<file path="src/inc/pal_defs.svh">
/*
  constants for the process alarm evaluator: register offsets, field positions,
  reset values, type codes and timing counts.
  assumes a 100 MHz core clock and a word-aligned byte address on the register port.
*/
`ifndef PAL_DEFS_SVH
`define PAL_DEFS_SVH

// ----------------------------------------------------------------
// sizes
// ----------------------------------------------------------------
`define PAL_NUM_CH 2
`define PAL_DW 16
`define PAL_AW 8
`define PAL_DLY_W 10

// ----------------------------------------------------------------
// timing
// ----------------------------------------------------------------
`define PAL_CLK_HZ 100000000
`define PAL_DELAY_UNIT_S 1
`define PAL_TICK_CYCLES (`PAL_CLK_HZ * `PAL_DELAY_UNIT_S)
`define PAL_DELAY_MAX_S 10'h3E7

// ----------------------------------------------------------------
// register offsets (byte addresses)
// ----------------------------------------------------------------
`define PAL_OFF_CTRL 8'h00
`define PAL_OFF_HYST 8'h04
`define PAL_OFF_ASSIGN 8'h08
`define PAL_OFF_STATUS 8'h0C
`define PAL_CH_BASE 8'h20
`define PAL_CH_STRIDE 8'h20
`define PAL_CH_TYPE 8'h00
`define PAL_CH_TRIP 8'h04
`define PAL_CH_UPPER 8'h08
`define PAL_CH_LOWER 8'h0C
`define PAL_CH_ON_DLY 8'h10
`define PAL_CH_OFF_DLY 8'h14

// ----------------------------------------------------------------
// fields and reset values
// ----------------------------------------------------------------
`define PAL_CTRL_HEAT_COOL 0
`define PAL_TYPE_MAX 5'h12
`define PAL_TYPE_RESET 5'h02
`define PAL_ASSIGN_W 2
`define PAL_ASSIGN_RESET_PLAIN 4'h9
`define PAL_ASSIGN_RESET_HEATER 4'hB
`define PAL_STATUS_OUT 0
`define PAL_STATUS_RAW 2
`define PAL_STATUS_STBY 4
`define PAL_STATUS_HFAULT 6

`endif

</file>
<file path="src/inc/pal_pkg.sv">
/*
  types of the process alarm evaluator: alarm type codes and output sources.
  assumes pal_defs.svh sits on the include path.
*/
`include "pal_defs.svh"

package pal_pkg;

  // ----------------------------------------------------------------
  // alarm type codes
  // ----------------------------------------------------------------
  typedef enum logic [4:0] {
    AT_OFF = 5'h00,
    AT_BAND_OUT = 5'h01,
    AT_DEV_UP = 5'h02,
    AT_DEV_LO = 5'h03,
    AT_BAND_IN = 5'h04,
    AT_BAND_OUT_SB = 5'h05,
    AT_DEV_UP_SB = 5'h06,
    AT_DEV_LO_SB = 5'h07,
    AT_ABS_UP = 5'h08,
    AT_ABS_LO = 5'h09,
    AT_ABS_UP_SB = 5'h0A,
    AT_ABS_LO_SB = 5'h0B,
    AT_LOOP_BREAK = 5'h0C,
    AT_RATE = 5'h0D,
    AT_SP_UP = 5'h0E,
    AT_SP_LO = 5'h0F,
    AT_MV_UP = 5'h10,
    AT_MV_LO = 5'h11,
    AT_SPARE = 5'h12
  } pal_alarm_type;

  // ----------------------------------------------------------------
  // auxiliary output sources
  // ----------------------------------------------------------------
  typedef enum logic [1:0] {
    SRC_NONE = 2'h0,
    SRC_ALARM1 = 2'h1,
    SRC_ALARM2 = 2'h2,
    SRC_HEATER = 2'h3
  } pal_src_type;

endpackage

</file>
<file path="src/core/pal_delay.sv">
/*
  on/off delay stage of one alarm channel: the output follows the raw alarm
  only after it has stood for the programmed number of second ticks.
  assumes a one-cycle second tick from the same clock.
*/
`timescale 1ns/1ps
`include "pal_defs.svh"

module pal_delay (
  input wire logic core_clk_i,
  input wire logic reset_i,
  input wire logic raw_i,
  input wire logic sec_tick_i,
  input wire logic [`PAL_DLY_W-1:0] on_delay_i,
  input wire logic [`PAL_DLY_W-1:0] off_delay_i,
  output logic alarm_o
);

  logic [`PAL_DLY_W-1:0] sec_cnt;
  logic [`PAL_DLY_W-1:0] limit;

  // delay that applies to the pending change
  assign limit = raw_i ? on_delay_i : off_delay_i;

  // ----------------------------------------------------------------
  // second counter and output
  // ----------------------------------------------------------------
  // counter restarts whenever raw and output agree
  always_ff @(posedge core_clk_i or posedge reset_i) begin
    if (reset_i) begin
      sec_cnt <= '0;
      alarm_o <= 1'b0;
    end else if (raw_i == alarm_o) begin
      sec_cnt <= '0;
    end else if (limit == '0) begin
      alarm_o <= raw_i;
      sec_cnt <= '0;
    end else if (sec_tick_i) begin
      if (sec_cnt + 10'h001 >= limit) begin
        alarm_o <= raw_i;
        sec_cnt <= '0;
      end else begin
        sec_cnt <= sec_cnt + 10'h001;
      end
    end
  end
endmodule

</file>
<file path="src/core/pal_top.sv">
/*
  process alarm evaluator: per-channel alarm type decode, standby hold,
  on/off delays and routing onto the auxiliary outputs, with a register port.
  assumes process values arrive on the core clock; the heater fault pin is asynchronous.
*/
// The implementer's own choices: strobed register access and the register addresses.
`timescale 1ns/1ps
`include "pal_defs.svh"

module pal_top #(
  parameter int TICK_CYCLES = `PAL_TICK_CYCLES,
  parameter bit HEATER_VARIANT = 1'b0
) (
  input wire logic core_clk_i,
  input wire logic reset_i,
  input wire logic [`PAL_AW-1:0] addr_i,
  input wire logic [31:0] wdata_i,
  input wire logic wr_i,
  input wire logic rd_i,
  output logic [31:0] rdata_o,
  input wire logic signed [`PAL_DW-1:0] process_value_i,
  input wire logic signed [`PAL_DW-1:0] set_point_i,
  input wire logic signed [`PAL_DW-1:0] manipulated_variable_i,
  input wire logic signed [`PAL_DW-1:0] manipulated_variable_cool_i,
  input wire logic loop_break_trip_i,
  input wire logic pv_rate_exceed_i,
  input wire logic heater_fault_trip_i,
  output logic [`PAL_NUM_CH-1:0] aux_o
);

  localparam int NCH = `PAL_NUM_CH;

  logic heat_cool;
  logic [`PAL_DW-1:0] hyst;
  logic [2*`PAL_ASSIGN_W-1:0] assign_sel;
  logic [4:0] ch_type [NCH];
  logic signed [`PAL_DW-1:0] ch_trip [NCH];
  logic signed [`PAL_DW-1:0] ch_upper [NCH];
  logic signed [`PAL_DW-1:0] ch_lower [NCH];
  logic [`PAL_DLY_W-1:0] ch_on_dly [NCH];
  logic [`PAL_DLY_W-1:0] ch_off_dly [NCH];
  logic [NCH-1:0] type_wr;
  logic [NCH-1:0] raw;
  logic [NCH-1:0] hold;
  logic [NCH-1:0] alarm;
  logic [2:0] hf_sync;
  logic heater_fault;
  logic type1_hidden;
  logic [26:0] tick_cnt;
  logic sec_tick;
  logic [31:0] next_rdata;

  // in the heater variant only, type setting of channel 1 is hidden while output 1 is not on alarm 1
  assign type1_hidden = HEATER_VARIANT && (assign_sel[1:0] != pal_pkg::SRC_ALARM1);

  // ----------------------------------------------------------------
  // heater fault pin synchroniser
  // ----------------------------------------------------------------
  // change accepted once the second and third stages agree
  always_ff @(posedge core_clk_i or posedge reset_i) begin
    if (reset_i) begin
      hf_sync <= 3'h0;
      heater_fault <= 1'b0;
    end else begin
      hf_sync <= {hf_sync[1:0], heater_fault_trip_i};
      if (hf_sync[1] == hf_sync[2]) begin
        heater_fault <= hf_sync[2];
      end
    end
  end

  // ----------------------------------------------------------------
  // one-second tick
  // ----------------------------------------------------------------
  always_ff @(posedge core_clk_i or posedge reset_i) begin
    if (reset_i) begin
      tick_cnt <= '0;
      sec_tick <= 1'b0;
    end else if (tick_cnt == 27'(TICK_CYCLES - 1)) begin
      tick_cnt <= '0;
      sec_tick <= 1'b1;
    end else begin
      tick_cnt <= tick_cnt + 27'h0000001;
      sec_tick <= 1'b0;
    end
  end

  // ----------------------------------------------------------------
  // type write decode and acceptance
  // ----------------------------------------------------------------
  // out-of-range codes, loop break off channel 1 and hidden writes are dropped
  always_comb begin
    for (int c = 0; c < NCH; c++) begin
      type_wr[c] = wr_i && (addr_i == 8'(`PAL_CH_BASE + c * `PAL_CH_STRIDE + `PAL_CH_TYPE))
        && (wdata_i[31:5] == '0) && (wdata_i[4:0] <= `PAL_TYPE_MAX)
        && !(c != 0 && wdata_i[4:0] == pal_pkg::AT_LOOP_BREAK)
        && !(c == 0 && type1_hidden);
    end
  end

  // ----------------------------------------------------------------
  // global configuration registers
  // ----------------------------------------------------------------
  always_ff @(posedge core_clk_i or posedge reset_i) begin
    if (reset_i) begin
      heat_cool <= 1'b0;
      hyst <= '0;
      assign_sel <= HEATER_VARIANT ? `PAL_ASSIGN_RESET_HEATER : `PAL_ASSIGN_RESET_PLAIN;
    end else if (wr_i) begin
      if (addr_i == `PAL_OFF_CTRL) begin
        heat_cool <= wdata_i[`PAL_CTRL_HEAT_COOL];
      end
      if (addr_i == `PAL_OFF_HYST) begin
        hyst <= wdata_i[`PAL_DW-1:0];
      end
      if (addr_i == `PAL_OFF_ASSIGN) begin
        assign_sel <= wdata_i[2*`PAL_ASSIGN_W-1:0];
      end
    end
  end

  // ----------------------------------------------------------------
  // per-channel setting registers
  // ----------------------------------------------------------------
  // delays above the top of range are clipped to it
  always_ff @(posedge core_clk_i or posedge reset_i) begin
    if (reset_i) begin
      for (int c = 0; c < NCH; c++) begin
        ch_type[c] <= `PAL_TYPE_RESET;
        ch_trip[c] <= '0;
        ch_upper[c] <= '0;
        ch_lower[c] <= '0;
        ch_on_dly[c] <= '0;
        ch_off_dly[c] <= '0;
      end
    end else begin
      for (int c = 0; c < NCH; c++) begin
        if (type_wr[c]) begin
          ch_type[c] <= wdata_i[4:0];
        end
        if (wr_i && addr_i == 8'(`PAL_CH_BASE + c * `PAL_CH_STRIDE + `PAL_CH_TRIP)) begin
          ch_trip[c] <= wdata_i[`PAL_DW-1:0];
        end
        if (wr_i && addr_i == 8'(`PAL_CH_BASE + c * `PAL_CH_STRIDE + `PAL_CH_UPPER)) begin
          ch_upper[c] <= wdata_i[`PAL_DW-1:0];
        end
        if (wr_i && addr_i == 8'(`PAL_CH_BASE + c * `PAL_CH_STRIDE + `PAL_CH_LOWER)) begin
          ch_lower[c] <= wdata_i[`PAL_DW-1:0];
        end
        if (wr_i && addr_i == 8'(`PAL_CH_BASE + c * `PAL_CH_STRIDE + `PAL_CH_ON_DLY)) begin
          ch_on_dly[c] <= (wdata_i > 32'(`PAL_DELAY_MAX_S)) ? `PAL_DELAY_MAX_S : wdata_i[`PAL_DLY_W-1:0];
        end
        if (wr_i && addr_i == 8'(`PAL_CH_BASE + c * `PAL_CH_STRIDE + `PAL_CH_OFF_DLY)) begin
          ch_off_dly[c] <= (wdata_i > 32'(`PAL_DELAY_MAX_S)) ? `PAL_DELAY_MAX_S : wdata_i[`PAL_DLY_W-1:0];
        end
      end
    end
  end

  // ----------------------------------------------------------------
  // per-channel evaluation
  // ----------------------------------------------------------------
  for (genvar g = 0; g < NCH; g++) begin : gen_ch
    logic signed [`PAL_DW+1:0] pv;
    logic signed [`PAL_DW+1:0] sp;
    logic signed [`PAL_DW+1:0] x;
    logic signed [`PAL_DW+1:0] up_lim;
    logic signed [`PAL_DW+1:0] lo_lim;
    logic signed [`PAL_DW+1:0] mv_up;
    logic signed [`PAL_DW+1:0] mv_lo;
    logic in_band;
    logic overlap;
    logic standby;
    logic cond;

    assign pv = 18'(process_value_i);
    assign sp = 18'(set_point_i);
    assign x = 18'(ch_trip[g]);
    assign up_lim = sp + 18'(ch_upper[g]);
    assign lo_lim = sp + 18'(ch_lower[g]);
    assign in_band = (pv >= lo_lim) && (pv <= up_lim);
    // upper alarm watches heating, lower alarm watches cooling when heat_cool is set, else heating
    assign mv_up = 18'(manipulated_variable_i);
    assign mv_lo = heat_cool ? 18'(manipulated_variable_cool_i) : 18'(manipulated_variable_i);
    // hysteresis regions of both limits touch or cross
    assign overlap = (18'(ch_upper[g]) - 18'(ch_lower[g])) <= $signed(18'(hyst) + 18'(hyst));
    assign standby = (ch_type[g] == pal_pkg::AT_BAND_OUT_SB) || (ch_type[g] == pal_pkg::AT_DEV_UP_SB)
      || (ch_type[g] == pal_pkg::AT_DEV_LO_SB) || (ch_type[g] == pal_pkg::AT_ABS_UP_SB)
      || (ch_type[g] == pal_pkg::AT_ABS_LO_SB);

    // base condition of the selected type, before standby
    always_comb begin
      cond = 1'b0;
      unique case (ch_type[g])
        pal_pkg::AT_OFF: cond = 1'b0;
        pal_pkg::AT_BAND_OUT: cond = !in_band;
        pal_pkg::AT_DEV_UP: cond = pv >= sp + x;
        pal_pkg::AT_DEV_LO: cond = pv <= sp - x;
        pal_pkg::AT_BAND_IN: cond = in_band;
        pal_pkg::AT_BAND_OUT_SB: cond = !in_band && !overlap;
        pal_pkg::AT_DEV_UP_SB: cond = pv >= sp + x;
        pal_pkg::AT_DEV_LO_SB: cond = pv <= sp - x;
        pal_pkg::AT_ABS_UP: cond = pv > x;
        pal_pkg::AT_ABS_LO: cond = pv < x;
        pal_pkg::AT_ABS_UP_SB: cond = pv > x;
        pal_pkg::AT_ABS_LO_SB: cond = pv < x;
        pal_pkg::AT_LOOP_BREAK: cond = (g == 0) && loop_break_trip_i;
        pal_pkg::AT_RATE: cond = pv_rate_exceed_i;
        pal_pkg::AT_SP_UP: cond = sp > x;
        pal_pkg::AT_SP_LO: cond = sp < x;
        pal_pkg::AT_MV_UP: cond = (x < 0) || (mv_up > x);
        pal_pkg::AT_MV_LO: cond = (x < 0) || (mv_lo < x);
        default: cond = 1'b0;
      endcase
    end

    // standby hold armed at start-up and on a type change
    always_ff @(posedge core_clk_i or posedge reset_i) begin
      if (reset_i) begin
        hold[g] <= 1'b1;
      end else if (type_wr[g]) begin
        hold[g] <= 1'b1;
      end else if (!cond) begin
        hold[g] <= 1'b0;
      end
    end

    assign raw[g] = cond && !(standby && hold[g]);

    pal_delay u_delay (
      .core_clk_i(core_clk_i),
      .reset_i(reset_i),
      .raw_i(raw[g]),
      .sec_tick_i(sec_tick),
      .on_delay_i(ch_on_dly[g]),
      .off_delay_i(ch_off_dly[g]),
      .alarm_o(alarm[g])
    );

  end

  // ----------------------------------------------------------------
  // auxiliary output routing
  // ----------------------------------------------------------------
  always_ff @(posedge core_clk_i or posedge reset_i) begin
    if (reset_i) begin
      aux_o <= '0;
    end else begin
      for (int k = 0; k < NCH; k++) begin
        unique case (assign_sel[k*`PAL_ASSIGN_W +: `PAL_ASSIGN_W])
          pal_pkg::SRC_NONE: aux_o[k] <= 1'b0;
          pal_pkg::SRC_ALARM1: aux_o[k] <= alarm[0];
          pal_pkg::SRC_ALARM2: aux_o[k] <= alarm[1];
          pal_pkg::SRC_HEATER: aux_o[k] <= heater_fault;
        endcase
      end
    end
  end

  // ----------------------------------------------------------------
  // register read port
  // ----------------------------------------------------------------
  always_comb begin
    next_rdata = 32'h00000000;
    if (addr_i == `PAL_OFF_CTRL) begin
      next_rdata = 32'(heat_cool);
    end else if (addr_i == `PAL_OFF_HYST) begin
      next_rdata = 32'(hyst);
    end else if (addr_i == `PAL_OFF_ASSIGN) begin
      next_rdata = 32'(assign_sel);
    end else if (addr_i == `PAL_OFF_STATUS) begin
      next_rdata = 32'({heater_fault, hold, raw, alarm});
    end
    for (int c = 0; c < NCH; c++) begin
      if (addr_i == 8'(`PAL_CH_BASE + c * `PAL_CH_STRIDE + `PAL_CH_TYPE)) begin
        next_rdata = (c == 0 && type1_hidden) ? 32'h00000000 : 32'(ch_type[c]);
      end
      if (addr_i == 8'(`PAL_CH_BASE + c * `PAL_CH_STRIDE + `PAL_CH_TRIP)) begin
        next_rdata = 32'(ch_trip[c]);
      end
      if (addr_i == 8'(`PAL_CH_BASE + c * `PAL_CH_STRIDE + `PAL_CH_UPPER)) begin
        next_rdata = 32'(ch_upper[c]);
      end
      if (addr_i == 8'(`PAL_CH_BASE + c * `PAL_CH_STRIDE + `PAL_CH_LOWER)) begin
        next_rdata = 32'(ch_lower[c]);
      end
      if (addr_i == 8'(`PAL_CH_BASE + c * `PAL_CH_STRIDE + `PAL_CH_ON_DLY)) begin
        next_rdata = 32'(ch_on_dly[c]);
      end
      if (addr_i == 8'(`PAL_CH_BASE + c * `PAL_CH_STRIDE + `PAL_CH_OFF_DLY)) begin
        next_rdata = 32'(ch_off_dly[c]);
      end
    end
  end

  // read data stands only in the cycle after the strobe
  always_ff @(posedge core_clk_i or posedge reset_i) begin
    if (reset_i) begin
      rdata_o <= 32'h00000000;
    end else begin
      rdata_o <= rd_i ? next_rdata : 32'h00000000;
    end
  end
endmodule

</file>
<file path="config.mk">
export PLATFORM = sky130hd
export DESIGN_NAME = pal_top
export DESIGN_NICKNAME = d
export VERILOG_FILES = /design/src/inc/pal_pkg.sv /design/src/core/pal_delay.sv /design/src/core/pal_top.sv
export VERILOG_INCLUDE_DIRS = /design/src /design/src/inc
export SDC_FILE = /design/constraint.sdc
export NUM_CORES = 1
export LEC_CHECK = 0
export ABC_CLOCK_PERIOD_IN_PS = 10200
export BUFFER_PORTS_ARGS = -buffer_cell sky130_fd_sc_hd__buf_4
export CAP_MARGIN = 20
export CELL_PAD_IN_SITES_DETAIL_PLACEMENT = 1
export CELL_PAD_IN_SITES_GLOBAL_PLACEMENT = 2
export CORE_MARGIN = 2
export CORE_UTILIZATION = 40
export DETAILED_ROUTE_END_ITERATION = 8
export PLACE_DENSITY = 0.81
export SYNTH_ARGS = -nofsm -noshare
export SYNTH_HDL_FRONTEND = slang
export SYNTH_SLANG_ARGS = --single-unit
</file>
<file path="constraint.sdc">
create_clock -name core_clk_i -period 10.2 [get_ports core_clk_i]
set_input_delay 1.53 -clock core_clk_i [delete_from_list [all_inputs] [get_ports core_clk_i]]
set_output_delay 1.53 -clock core_clk_i [all_outputs]
set_load 0.1 [all_outputs]
</file>
==> metrics <==
status=finished, final reports clean; hold_ws=0.356 ns; placed cell area=0.0275 mm²; reg2reg end=gen_ch[0].u_delay.sec_cnt[5]; crit end category=register; synthesized area=0.0256 mm²; clock root buffer=clkbuf_16; DR WL/cell=27.8 µm; IR drop worst, VDD=0.123 mV; Post-Route WL=108 mm; CTS tree=built; CTS Buffer Depth=3; CTS Hold Buffers Added=0; CTS resizes=0; commonest non-fill, non-tap cell in the layout=ha_1; crit-path most repeated cell=a21oi_1; area share of the largest cell type after synthesis=23.1%; RePlAce Congestion=0.955; Pre-antenna DRT Iters=7; highest clock rate=102 MHz; r2r setup slk=0.87 ns; CP max stage delay=0.90 ns; RSZ-0062 raised after global routing=no; max-cap violation count=0; fin cells=3887; n_diodes=0; PD cells=119 mW/mm²; CTS Buf Count=30; DRC errors left=0; Layout area overhead=11.4%; share of cells above drive strength 1=13.0%; period utilisation layout=96.1%; nets@finish=3582; die height=257 µm; global-route wire length before repair=162 mm; worst r2r path cells=30; H-tree Lvls=1; Starting Density=40.5%; Post-synth top flop=dfrtp_1; crit-path leading delay family=compound AO/OA/AOI/OAI gates; Worst setup SP type=input pin; grt ovf=0; Initial DRC Count=1955; number of enable flip-flop cells after synthesis=0; ys async rst share=100%; Synthesized Nets=3482; synth warn=0; Clock Skews=0.0260 ns; CP Class=in2reg; final hold vios=0; setup TNS=0 ns; Hold Path End=hf_sync[1]; HP Start=hf_sync[0]; worst hold path depth=0; Critical Path AT=10.25 ns; Unique masters post-synth=93; synthesized instance count=2918; endpoints failing setup=0; top post-synthesis cells by area=dfrtp_1 (23%), ha_1 (22%), mux2_2 (6.4%); largest net degree at the start of global routing=119; vias per inst=6.14; FP Rows=92; relative slew slack=25.0%; Routed Antenna Nets=0; hpwl dp=87.2 mm; worst-path maximum fanout=20; Die Area=0.0660 mm²; initial antenna violation count=1; Slew Limit Fails=0; # fillers=7389; Final min period=9.80 ns; top cell type by total area after synthesis=dfrtp_1; CP max-delay cell=a31oi_4; placed insts=3828; gr usage total=32.3%; IO buf count=144; setup bufs post-CTS=0; Avg Inst Size Synth=8.77 µm²; CTS clk-pin slew, worst paths=0.06 ns; Die X=257 µm; WP data required=10.65 ns; vias in the first global route=24600; Reg2Reg Launch Point=ch_lower[17]; flops & latches, synth=242; buffers plus inverters on the worst setup path=3; CTS Sinks=242; design area=0.0285 mm²; leading cell types in the layout, fill and taps excluded=ha_1 (443), nand2_1 (248), dfrtp_1 (236); top-level port count=145; via count=23900; leakage power=13.2 nW; worst-margin pin slew=1.11 ns; Core Area=0.0632 mm²; register area share after synthesis=23.7%; Clk Latency, worst-skew pair=0.61 ns; Hold WC Path Type=reg2reg
-- how the worst max path moves through the flow --
stage / endpoint / startpoint / depth (start not counted) / slack (ns)
floorplan: assign_sel[1] / reset_i / 1 / 2.04
global placement: gen_ch[0].u_delay.sec_cnt[2] / set_point_i[1] / 33 / 0.16
detailed placement: gen_ch[0].u_delay.sec_cnt[2] / set_point_i[1] / 33 / 0.09
CTS: gen_ch[0].u_delay.sec_cnt[2] / set_point_i[1] / 33 / 0.66
global route: gen_ch[0].u_delay.sec_cnt[2] / set_point_i[1] / 33 / 0.08
finish: gen_ch[0].u_delay.sec_cnt[5] / set_point_i[1] / 33 / 0.40
-- through the flow --
stage	setup slack [ns]	total power, mW	util [%]
finish	0.400	3.40	45.1
global route	0.0850	3.58	45.1
CTS	0.661	3.39	45.0
detailed placement	0.0936	2.28	43.5
global placement	0.157	2.23	43.4
floorplan	2.04	1.85	-
-- flip-flops by register name, indices dropped and copies added (netlist names) --
register	count
hf_sync	3
hyst	16
ch_off_dly	20
gen_ch.u_delay.sec_cnt	20
hold	2
assign_sel	4
ch_on_dly	20
ch_lower	32
heat_cool	1
heater_fault	1
ch_trip	32
aux_o	2
sec_tick	1
gen_ch.u_delay.alarm_o	2
ch_type	10
tick_cnt	27
ch_upper	32
rdata_o	17
-- worst reg2reg max path: cells and delay by family, from the launching register on --
kind                     cells  cell delay, ns
AO/OA/AOI/OAI               16            5.17
XOR/XNOR                     1            0.10
flip-flops                   1            0.45
buffers and inverters        1            0.14
AND/OR/NAND/NOR              7            1.93
adder cells (fa/ha/maj)      3            0.86
multiplexers                 2            0.54
-- power by group --
part           total [mW]  leakage, nW  internal (mW)  switching (mW)
logic                1.24         9.42          0.489           0.752
clock network        1.10        0.487          0.626           0.477
registers            1.06         3.30          0.995          0.0616
-- final cells by class --
| type | instances | area (µm²) | share of cell area (%) |
|---|---|---|---|
| Tap cell | 846 | 1060 | 3.71 |
| Clock inverter | 14 | 163 | 0.571 |
| Sequential cell | 242 | 6060 | 21.3 |
| Timing Repair Buffer | 166 | 1290 | 4.51 |
| Multi-Input combinational cell | 2394 | 18400 | 64.6 |
| Clock buffer | 41 | 832 | 2.92 |
| Inverter | 184 | 698 | 2.45 |
-- logic make-up after synthesis --
group,synth area share [%]
simple gates,16.5
compound gates,18.8
fa+ha+maj,22.5
buf+inv,4.50
flops,23.7
mux,8.58
xor+xnor,5.51
-- cells in the mapped netlist, drive strengths merged (9+ instances only) --
master,number
nand2b,33
nand4,43
a21o,69
a222oi,10
o21bai,33
o2111ai,11
o211ai,21
a211oi,29
a21oi,189
a221oi,11
and3,41
dfrtp,236
xor2,57
ha,443
mux2,147
mux2i,54
o21ai,151
a31oi,39
o2bb2ai,12
or2,9
o31ai,11
or3,21
a2111oi,10
buf,30
nand3b,13
o21a,19
and2,9
nor2b,44
fa,10
nor4,36
xnor2,104
nand2,248
inv,182
a22oi,30
nor2,157
clkbuf,68
nor3,60
nand3,98
-- per-layer routing --
metal	part of all wire [%]	up-vias	wire length [µm]	GRT usage, %
met2	43	716	46900	50.3
met1	48	12000	51800	46.6
met3	6.1	150	6570	5.02
met4	2.7	2	2870	7.77
met5	0.011	-	12	0
li1	-	11000	-	-
No activity file was read; power rests on OpenSTA's default activity.
